**src/rtl/gpx_cfg.svh**
```systemverilog
`ifndef GPX_CFG_SVH
`define GPX_CFG_SVH

// Fixed upper six bits of the target address, most significant first.
`define GPX_ADDR_HI      6'h10
// Register selectors carried in the low bits of the command byte.
`define GPX_REG_INPUT    2'h0
`define GPX_REG_OUTPUT   2'h1
`define GPX_REG_POLARITY 2'h2
`define GPX_REG_CONFIG   2'h3
// Reset values.
`define GPX_OUT_RST      8'hFF
`define GPX_POL_RST      8'h00
`define GPX_CFG_RST      8'hFF
`define GPX_CMD_RST      8'h00
// Bits in one byte of a transfer.
`define GPX_BYTE_BITS    4'h8

`endif

```
**src/rtl/gpx_pkg.sv**
```systemverilog
package gpx_pkg;

  typedef enum logic [3:0] {
    ST_IDLE,
    ST_ADDR,
    ST_ADDR_ACK,
    ST_CMD,
    ST_CMD_ACK,
    ST_WDATA,
    ST_WDATA_ACK,
    ST_RDATA,
    ST_RDATA_ACK,
    ST_IGNORE
  } bus_state_e;

  typedef logic [7:0] port_byte_t;

endpackage

```
**src/rtl/bus_edge_sync.sv**
```systemverilog
`timescale 1ns/1ps

module bus_edge_sync
(
  // Clock and reset
  input  wire logic mclk_i,
  input  wire logic rst_i,
  // Raw two-wire bus
  input  wire logic scl_i,
  input  wire logic sda_i,
  // Synchronised levels and events
  output logic      scl_o,
  output logic      sda_o,
  output logic      scl_rise_o,
  output logic      scl_fall_o,
  output logic      start_o,
  output logic      stop_o
);

  logic [1:0] scl_meta_q;
  logic [1:0] sda_meta_q;

  // Only the second stage feeds logic; the first absorbs metastability.
  always_ff @(posedge mclk_i)
  begin
    if (rst_i)
    begin
      scl_meta_q <= 2'h3;
      sda_meta_q <= 2'h3;
      scl_o      <= 1'b1;
      sda_o      <= 1'b1;
    end
    else
    begin
      scl_meta_q <= {scl_meta_q[0], scl_i};
      sda_meta_q <= {sda_meta_q[0], sda_i};
      scl_o      <= scl_meta_q[1];
      sda_o      <= sda_meta_q[1];
    end
  end

  assign scl_rise_o = scl_meta_q[1] & ~scl_o;
  assign scl_fall_o = ~scl_meta_q[1] & scl_o;
  assign start_o    = scl_meta_q[1] & scl_o & sda_o & ~sda_meta_q[1];
  assign stop_o     = scl_meta_q[1] & scl_o & ~sda_o & sda_meta_q[1];

endmodule

```
**src/rtl/i2c_gpio_expander_8bit.sv**
```systemverilog
`timescale 1ns/1ps
`include "gpx_cfg.svh"

module i2c_gpio_expander_8bit
  import gpx_pkg::*;
(
  // Clock and reset
  input  wire logic       mclk_i,
  input  wire logic       sys_rst_i,
  // External reset pin and supply monitor
  input  wire logic       reset_n_i,
  input  wire logic       port_supply_ok_i,
  // Two-wire bus
  input  wire logic       scl_i,
  input  wire logic       sda_i,
  output logic            sda_o,
  output logic            sda_oe_o,
  input  wire logic       addr_sel_i,
  // Port pins
  input  wire logic [7:0] expander_pins_i,
  output logic      [7:0] expander_pins_o,
  output logic      [7:0] expander_pins_oe_o,
  // Change alert, open drain
  output logic            alert_n_o,
  output logic            alert_n_oe_o
);

  // ------------------------------------------------------------
  // Reset pin, supply and address strap synchronisers
  // ------------------------------------------------------------
  logic [1:0]   rst_meta_q;
  logic [1:0]   sup_meta_q;
  logic [1:0]   adr_meta_q;
  logic         rst;

  always_ff @(posedge mclk_i)
  begin
    if (sys_rst_i)
    begin
      rst_meta_q <= 2'h0;
      sup_meta_q <= 2'h0;
      adr_meta_q <= 2'h0;
    end
    else
    begin
      rst_meta_q <= {rst_meta_q[0], reset_n_i};
      sup_meta_q <= {sup_meta_q[0], port_supply_ok_i};
      adr_meta_q <= {adr_meta_q[0], addr_sel_i};
    end
  end

  // The supply monitor provides the re-arm hysteresis; here a low level
  // simply holds the block in reset until it is good again.
  assign rst = sys_rst_i | ~rst_meta_q[1] | ~sup_meta_q[1];

  // ------------------------------------------------------------
  // Bus line conditioning
  // ------------------------------------------------------------
  logic         scl_s;
  logic         sda_s;
  logic         scl_rise;
  logic         scl_fall;
  logic         start_det;
  logic         stop_det;

  bus_edge_sync bus_edge_sync_inst
  (
    .mclk_i     (mclk_i),
    .rst_i      (rst),
    .scl_i      (scl_i),
    .sda_i      (sda_i),
    .scl_o      (scl_s),
    .sda_o      (sda_s),
    .scl_rise_o (scl_rise),
    .scl_fall_o (scl_fall),
    .start_o    (start_det),
    .stop_o     (stop_det)
  );

  // ------------------------------------------------------------
  // Port pin synchroniser
  // ------------------------------------------------------------
  port_byte_t   pin_meta_q;
  port_byte_t   pin_s_q;

  always_ff @(posedge mclk_i)
  begin
    pin_meta_q <= expander_pins_i;
    pin_s_q    <= pin_meta_q;
  end

  // ------------------------------------------------------------
  // Registers and bus state
  // ------------------------------------------------------------
  bus_state_e   state_q;
  logic [3:0]   cnt_q;
  port_byte_t   sh_q;
  port_byte_t   tx_q;
  port_byte_t   cmd_q;
  port_byte_t   in_q;
  port_byte_t   out_q;
  port_byte_t   pol_q;
  port_byte_t   cfg_q;
  logic         rw_q;
  logic         mack_q;
  logic         load_q;
  logic         sda_oe_q;
  logic         alert_q;

  wire          byte_done   = scl_fall & (cnt_q == `GPX_BYTE_BITS);
  wire  [6:0]   my_addr     = {`GPX_ADDR_HI, adr_meta_q[1]};
  wire          addr_match  = (sh_q[7:1] == my_addr);
  wire  [1:0]   reg_sel     = cmd_q[1:0];
  wire          sel_input   = (reg_sel == `GPX_REG_INPUT);
  wire          sel_output  = (reg_sel == `GPX_REG_OUTPUT);
  wire          sel_pol     = (reg_sel == `GPX_REG_POLARITY);
  wire          wr_fire     = (state_q == ST_WDATA) & byte_done;
  wire          wr_out_fire = wr_fire & sel_output;
  wire          rd_clear    = (state_q == ST_RDATA_ACK) & scl_rise & sel_input;
  wire          shifting    = scl_rise & (cnt_q != `GPX_BYTE_BITS);

  // Input value as presented on a read, bit n from pin n.
  wire  port_byte_t rd_input = pin_s_q ^ pol_q;

  port_byte_t   rd_byte;
  assign rd_byte = sel_input  ? rd_input :
                   sel_output ? out_q    :
                   sel_pol    ? pol_q    : cfg_q;

  // Only pins configured as inputs take part in the comparison.
  wire  port_byte_t mism = (pin_s_q ^ in_q) & cfg_q;

  // ------------------------------------------------------------
  // Two-wire target state machine
  // ------------------------------------------------------------
  always_ff @(posedge mclk_i)
  begin
    if (rst)
    begin
      state_q  <= ST_IDLE;
      cnt_q    <= 4'h0;
      sh_q     <= 8'h00;
      tx_q     <= 8'h00;
      rw_q     <= 1'b0;
      mack_q   <= 1'b0;
      sda_oe_q <= 1'b0;
    end
    else if (stop_det)
    begin
      state_q  <= ST_IDLE;
      sda_oe_q <= 1'b0;
    end
    else if (start_det)
    begin
      // A start is honoured in any state, so requests are always taken.
      state_q  <= ST_ADDR;
      cnt_q    <= 4'h0;
      sda_oe_q <= 1'b0;
    end
    else
    begin
      if (shifting)
      begin
        sh_q  <= {sh_q[6:0], sda_s};
        cnt_q <= cnt_q + 4'h1;
      end
      case (state_q)
        ST_ADDR:
        begin
          if (byte_done)
          begin
            cnt_q <= 4'h0;
            if (addr_match)
            begin
              state_q  <= ST_ADDR_ACK;
              rw_q     <= sh_q[0];
              sda_oe_q <= 1'b1;
            end
            else
            begin
              state_q <= ST_IGNORE;
            end
          end
        end
        ST_ADDR_ACK:
        begin
          if (scl_fall)
          begin
            // The acknowledge rise has bumped the count, so restart it here.
            cnt_q <= 4'h0;
            if (rw_q)
            begin
              state_q  <= ST_RDATA;
              sda_oe_q <= ~rd_byte[7];
              tx_q     <= {rd_byte[6:0], 1'b0};
            end
            else
            begin
              state_q  <= ST_CMD;
              sda_oe_q <= 1'b0;
            end
          end
        end
        ST_CMD:
        begin
          if (byte_done)
          begin
            state_q  <= ST_CMD_ACK;
            cnt_q    <= 4'h0;
            sda_oe_q <= 1'b1;
          end
        end
        ST_CMD_ACK, ST_WDATA_ACK:
        begin
          if (scl_fall)
          begin
            cnt_q    <= 4'h0;
            state_q  <= ST_WDATA;
            sda_oe_q <= 1'b0;
          end
        end
        ST_WDATA:
        begin
          if (byte_done)
          begin
            state_q  <= ST_WDATA_ACK;
            cnt_q    <= 4'h0;
            sda_oe_q <= 1'b1;
          end
        end
        ST_RDATA:
        begin
          if (byte_done)
          begin
            state_q  <= ST_RDATA_ACK;
            cnt_q    <= 4'h0;
            sda_oe_q <= 1'b0;
          end
          else if (scl_fall)
          begin
            sda_oe_q <= ~tx_q[7];
            tx_q     <= {tx_q[6:0], 1'b0};
          end
        end
        ST_RDATA_ACK:
        begin
          if (scl_rise)
          begin
            mack_q <= ~sda_s;
          end
          if (scl_fall)
          begin
            cnt_q <= 4'h0;
            if (mack_q)
            begin
              state_q  <= ST_RDATA;
              sda_oe_q <= ~rd_byte[7];
              tx_q     <= {rd_byte[6:0], 1'b0};
            end
            else
            begin
              state_q <= ST_IGNORE;
            end
          end
        end
        default:
        begin
          sda_oe_q <= 1'b0;
        end
      endcase
    end
  end

  // ------------------------------------------------------------
  // Command and port registers
  // ------------------------------------------------------------
  always_ff @(posedge mclk_i)
  begin
    if (rst)
    begin
      cmd_q <= `GPX_CMD_RST;
      out_q <= `GPX_OUT_RST;
      pol_q <= `GPX_POL_RST;
      cfg_q <= `GPX_CFG_RST;
    end
    else if ((state_q == ST_CMD) && byte_done)
    begin
      cmd_q <= sh_q;
    end
    else if (wr_fire)
    begin
      // Writes to the input register are dropped on purpose.
      if (sel_output)
        out_q <= sh_q;
      else if (sel_pol)
        pol_q <= sh_q;
      else if (reg_sel == `GPX_REG_CONFIG)
        cfg_q <= sh_q;
    end
  end

  // ------------------------------------------------------------
  // Input register and change alert
  // ------------------------------------------------------------
  // The capture after reset waits one cycle so it sees live pin levels.
  // A pin edge landing in the same cycle as the read capture is absorbed
  // into the new reference and never alerts; that is the accepted loss.
  always_ff @(posedge mclk_i)
  begin
    if (rst)
    begin
      load_q  <= 1'b1;
      in_q    <= 8'h00;
      alert_q <= 1'b0;
    end
    else
    begin
      load_q <= 1'b0;
      if (load_q || rd_clear)
        in_q <= pin_s_q;
      alert_q <= ~load_q & ~rd_clear & (|mism);
    end
  end

  assign sda_o              = 1'b0;
  assign sda_oe_o           = sda_oe_q;
  assign expander_pins_o    = out_q;
  assign expander_pins_oe_o = ~cfg_q;
  assign alert_n_o          = 1'b0;
  assign alert_n_oe_o       = alert_q;
endmodule

```
**config.mk**
```make
export PLATFORM = sky130hd
export DESIGN_NAME = i2c_gpio_expander_8bit
export DESIGN_NICKNAME = d
export VERILOG_FILES = /design/src/rtl/gpx_pkg.sv /design/src/rtl/bus_edge_sync.sv /design/src/rtl/i2c_gpio_expander_8bit.sv
export VERILOG_INCLUDE_DIRS = /design/src /design/src/rtl
export SDC_FILE = /design/constraint.sdc
export NUM_CORES = 1
export LEC_CHECK = 0
export ABC_AREA = 1
export BUFFER_PORTS_ARGS = -buffer_cell sky130_fd_sc_hd__buf_2
export CAP_MARGIN = 20
export CORE_UTILIZATION = 59
export DETAILED_ROUTE_END_ITERATION = 16
export PLACE_DENSITY_LB_ADDON = 0.12
export SYNTH_ARGS = -nofsm -noshare
export SYNTH_HDL_FRONTEND = slang
export SYNTH_HIERARCHICAL = 1
export SYNTH_SLANG_ARGS = --single-unit
```
**constraint.sdc**
```tcl
create_clock -name mclk_i -period 2.31 [get_ports mclk_i]
set_input_delay 0.693 -clock mclk_i [delete_from_list [all_inputs] [get_ports mclk_i]]
set_output_delay 0.693 -clock mclk_i [all_outputs]
set_load 0.01 [all_outputs]
```
Yosys cells after proc, flatten, opt, wreduce, memory -nomap -nowiden. Index checks and enable logic that the tools add are counted.

Multiplexer cells: 39. Add/subtract/negate cells: 1. Equal/unequal tests: 35. Reductions and logical operators: 23. Bitwise operators: 35.

Operators with widths (count): 8-bit 2-to-1 mux (9); 4-bit 2-to-1 mux (13); 4-bit one-hot mux with 7 select lines (1); 2-bit != test, second input constant (12); 8-bit one-hot mux with 3 select lines (1); 8-bit AND reduction (3); 3-bit by 2-bit != test with 1-bit output, second input constant (7); 4-bit by 3-bit == test with 1-bit output, second input constant (4); 8-bit bitwise XOR (2); 1-bit NOT (15); 1-bit AND (14); 1-bit 2-to-1 mux (12); 5-bit AND reduction (2); 9-bit AND reduction (1); 8-bit AND (1); 4-bit by 2-bit == test with 1-bit output, second input constant (2); 4-bit == test, second input constant (2); 8-bit NOT (1); 4-bit one-hot mux with 2 select lines (1); 4-bit AND reduction (2); 8-bit nonzero test (1); 4-bit OR reduction (2); 8-bit OR reduction (1); 7-bit by 6-bit == test with 1-bit output (1); 18 further kinds (23).

Flip-flop bits (word level): 91. Word-level logic and storage cells: 157. Output and inout bits: 20. Input bits: 15.

Depth between registers and ports, before layout.
Word-level depth: 8. Gate-level depth with buffers: 11. Mapped depth without buffers: 11.

Cells and area by module. Netlist, hierarchy kept.

Modules (own cells, without submodules): i2c_gpio_expander_8bit (instances 1, cells each 526, area each 3877.5 um^2, sequential area each 1681.6 um^2); bus_edge_sync (instances 1, cells each 24, area each 197.7 um^2, sequential area each 120.1 um^2).

Least setup slack after synthesis. OpenSTA, ideal clock, no wires.

Path kind: reg2reg. Start point: register bus_edge_sync_inst.scl_meta_q[1]. End point: register sh_q[5]. Cell stages (with the launch flop): 9. Required time: 2.191 ns. Data arrival time: 1.508 ns. Slack: 0.682 ns. Period minus slack after synthesis: 1.628 ns. Setup time: 0.119 ns. Path buffers: 2. Cells stage by stage: dfxtp_1 > inv_1 > nor2_1 > o21ai_1 > or2_0 > buf_2 > buf_4 > o21ai_0 > a21oi_1.

Elaborated cells on any way between the ends: 10. Classes of those cells: bitwise (9); reduce/logical (1).

RTL lines: start, declared (RTL line bus_edge_sync.sv:20) `logic [1:0] scl_meta_q;`; start signal, assigned (RTL line bus_edge_sync.sv:35) `scl_meta_q <= {scl_meta_q[0], scl_i};`; 1-bit AND (RTL line bus_edge_sync.sv:42) `assign scl_rise_o = scl_meta_q[1] & ~scl_o;`; via scl_rise (RTL line i2c_gpio_expander_8bit.sv:61) `logic scl_rise;`; 1-bit AND (RTL line i2c_gpio_expander_8bit.sv:120) `` wire shifting = scl_rise & (cnt_q != `GPX_BYTE_BITS); ``; 3-bit AND reduction (no line); end signal, assigned (RTL line i2c_gpio_expander_8bit.sv:164) `sh_q <= {sh_q[6:0], sda_s};`; end, declared (RTL line i2c_gpio_expander_8bit.sv:97) `port_byte_t sh_q;`.

The timed path passes the listed nets, and every way through them passes these cells. A chain may end at the register's enable or synchronous reset.

Final worst setup path.
Start point: register cmd_q[1]. End point: register tx_q[3].

Longest elaborated chain between the ends: 7. Elaborated cells on any way between the ends: 11. Classes of those cells: eq/ne (2); mux (8); reduce/logical (1).

Ends and longest elaborated chain: start, declared (RTL line i2c_gpio_expander_8bit.sv:99) `port_byte_t cmd_q;`; start signal, assigned (RTL line i2c_gpio_expander_8bit.sv:281) `` cmd_q <= `GPX_CMD_RST; ``; start signal, assigned (RTL line i2c_gpio_expander_8bit.sv:288) `cmd_q <= sh_q;`; 2-bit == test (no line); 8-bit 2-to-1 mux (RTL line i2c_gpio_expander_8bit.sv:128) `sel_pol ? pol_q : cfg_q;`; 8-bit 2-to-1 mux (RTL line i2c_gpio_expander_8bit.sv:127) `sel_output ? out_q :`; 8-bit 2-to-1 mux * (RTL line i2c_gpio_expander_8bit.sv:126) `assign rd_byte = sel_input ? rd_input :`; 8-bit 2-to-1 mux (on tied branches) (RTL line i2c_gpio_expander_8bit.sv:254, i2c_gpio_expander_8bit.sv:191); 8-bit 2-to-1 mux (on tied branches) (RTL line i2c_gpio_expander_8bit.sv:251, i2c_gpio_expander_8bit.sv:187); 8-bit one-hot mux with 3 select lines * (RTL line i2c_gpio_expander_8bit.sv:167) `case (state_q)`; end signal, assigned (RTL line i2c_gpio_expander_8bit.sv:195) `tx_q <= {rd_byte[6:0], 1'b0};`; end signal, assigned (RTL line i2c_gpio_expander_8bit.sv:242) `tx_q <= {tx_q[6:0], 1'b0};`; end signal, assigned (RTL line i2c_gpio_expander_8bit.sv:258) `tx_q <= {rd_byte[6:0], 1'b0};`; end, declared (RTL line i2c_gpio_expander_8bit.sv:98) `port_byte_t tx_q;`.

Every way passes the cells marked *; elsewhere a longest branch is shown, timed or not. The select of a mux whose other input is x is not followed.

==> metrics.cfg <==
[detailed_routing]
first_pass_iters=5
vias=3621
wl_per_cell_um=13.7
drt_wl_total_um=9080
dr.first_iter.drc_count=301
drc=0
viasPerCell=5.48
ant_nets=0

[cts]
holdBufCountCts=0
insertion_delay_ns=0.37
cts.clk_slew.worst_paths_ns=0.09
cts_sinks=90
cts_buffers=9
htreeDepth=3
clockBufferDepth=2
cts_tree=done
post-cts-setup-buffer-count=0
cts_resized=0
cts_root_buf=clkbuf_8

[global_routing]
use_met2_pct=38.8
busiest_layer=met2
grtUsageMet3_pct=5.64
grt-ovfl-total=0
grt_pass1_vias=3166
grt_max_degree=52
met1_usage_pct=37.6
grt_pass1_wl_um=14800
grt_use_total_pct=26.1
antenna_found_initial=0

[floorplanning]
die-area_um2=7240
die-height_um=85.1
ioPinCount=35
core_area_um2=6490
start_util_pct=62.7
rows=29
die_w_um=85.1

[critical_path]
path_buf_inv=2
critical_path.max_fanout=10
worstPathCellList=inv_1, ha_1, inv_1, a21oi_1, o21ai_0, nand3_1, o21ai_0, nor2_1, nor2_1
critical_path_class=register to register
max_stage_delay_ns=0.43
endpoint_kind=register
arrival_ns=2.13
worst_setup_path_start_kind=register
path_depth=9
critPathRequiredTime_ns=2.58
cp_slowest_cell=ha_1
r2r_cells=9
cp_top_family=adder cells

[timing]
timing.fmax_ghz=0.538
fin_crit_sh_pct=80.5
finalSetupViolCount=0
slew_headroom_pct=61.1
skew_ns=0.0153
worst_slew_pin_slew_ns=0.584
fin_tns_setup_ns=0
hold_viol_final=0
hold_slack_ns=0.334
fin_crit_ns=1.86
slew_viol_final=0
rsz0062_at_grt=no

[status]
status=completed

[synthesis]
syn_area_um2=4080
synthDistinctLibCells=35
async_flop_share_pct=0
synth_ff_type=dfxtp_1
synth_seq_cells=90
seq_area_frac_synth_pct=44.2
syn_area_per_cell_um2=7.41
syn_inst=550
synth-edff-count=0
yosysWarningCount=6

[worst_hold_path]
holdPathStages=0
hold_class=register to register

[power_and_ir_drop]
totalPowerFinal_mw=2.76
total_leakage_power_nw=2.14
power_density_nw_per_um2=617
ir_drop_uv=512

[finish]
drive_above_1_share_pct=13.9
finalNonFillerCells=661
area_growth_pct=9.70
antenna_cells=0
nets=600
final_core_utilization_pct=68.8

[placed_design]
gp_congestion=0.888
place_inst=645
dp_hpwl_um=6540
port_buffers=32

[flow_run]
maxCapViolCount=0

[placed cells by master (no fill, tap or decap), types with 4 or more instances in the layout]
| cell type | netlist | routed |
|---|---|---|
| a21oi_1 | 54 | 54 |
| buf_2 | 6 | 32 |
| buf_4 | 5 | 4 |
| clkbuf_8 | 0 | 9 |
| dfxtp_1 | 90 | 90 |
| ha_1 | 6 | 6 |
| inv_1 | 73 | 73 |
| nand2_1 | 100 | 100 |
| nand2_2 | 6 | 6 |
| nand3_1 | 25 | 25 |
| nand4_1 | 5 | 5 |
| nor2_1 | 62 | 61 |
| nor2_4 | 4 | 5 |
| nor3_1 | 4 | 4 |
| o211ai_1 | 14 | 14 |
| o211ai_2 | 8 | 8 |
| o21ai_0 | 51 | 51 |
| o21ai_1 | 5 | 5 |
| or2_1 | 4 | 4 |
[registers in the layout, indices dropped and copies added, names as in the netlist]
register	count
rst_meta_q	2
sda_oe_o	1
pin_meta_q	8
bus_edge_sync_inst/sda_meta_q	2
bus_edge_sync_inst/sda_o	1
adr_meta_q	2
cmd_q	2
sup_meta_q	2
rw_q	1
tx_q	7
cnt_q	4
bus_edge_sync_inst/scl_meta_q	2
pin_s_q	8
pol_q	8
alert_n_oe_o	1
expander_pins_o	8
in_q	8
cfg_q	8
bus_edge_sync_inst/scl_o	1
state_q	4
sh_q	8
mack_q	1
load_q	1
[stage by stage]
step | instance area (um2) | setup WS, ns
finish | 4470 | 0.450
detailed placement | 4260 | 0.470
floorplan | 4080 | 0.682
global placement | 4260 | 0.528
global route | 4470 | 0.247
CTS | 4470 | 0.451
[power breakdown]
part / internal, mW / total [mW] / switching, mW / leakage, nW
sequential: 1.57 / 1.58 / 0.00975 / 0.733
combinational: 0.0209 / 0.0506 / 0.0297 / 1.30
clock: 0.520 / 1.13 / 0.609 / 0.103
total: 2.11 / 2.76 / 0.648 / 2.14
[path summary, 6_finish.rpt]
check	start	end	slack, ns
max reg2reg	cmd_q[1]	tx_q[3]	0.45
min	pin_meta_q[2]	pin_s_q[2]	0.33
max	cmd_q[1]	tx_q[3]	0.45
min reg2reg	pin_meta_q[2]	pin_s_q[2]	0.33
[kinds of logic after synthesis]
kind of cell | synth area share (%)
simple gates | 24.7
compound gates | 18.9
buf+inv | 9.89
flops | 44.2
fa+ha+maj | 1.84
xor+xnor | 0.430
other cells | 0.0920
[synthesized netlist by cell type, drive strengths merged, types with 2 or more instances]
| cell type | count | area, um2 |
|---|---|---|
| a31oi | 2 | 12.5 |
| o211ai | 22 | 205 |
| nand3 | 29 | 173 |
| nor3 | 4 | 20.0 |
| dfxtp | 90 | 1800 |
| clkinv | 3 | 12.5 |
| buf | 13 | 90.1 |
| ha | 6 | 75.1 |
| nand2 | 106 | 413 |
| inv | 74 | 278 |
| or2 | 5 | 31.3 |
| nand4 | 6 | 43.8 |
| o21ai | 56 | 280 |
| a21oi | 54 | 270 |
| clkbuf | 6 | 22.5 |
| nand3b | 2 | 27.5 |
| nor2 | 68 | 290 |
[final cells by class]
class | instances | area (um2)
Sequential cell | 90 | 1800
Tap cell | 77 | 96.3
Inverter | 77 | 290
Clock inverter | 7 | 86.3
Timing Repair Buffer | 36 | 190
Fill cell | 565 | 2020
Clock buffer | 9 | 124
Multi-Input combinational cell | 365 | 1880
[metal layers]
metal | up-vias | wire length [um]
li1 | 1840 | -
met1 | 1631 | 4510
met2 | 133 | 3950
met3 | 17 | 487
met4 | 0 | 137
met5 | - | 0
(Power assumes the default switching activity.)
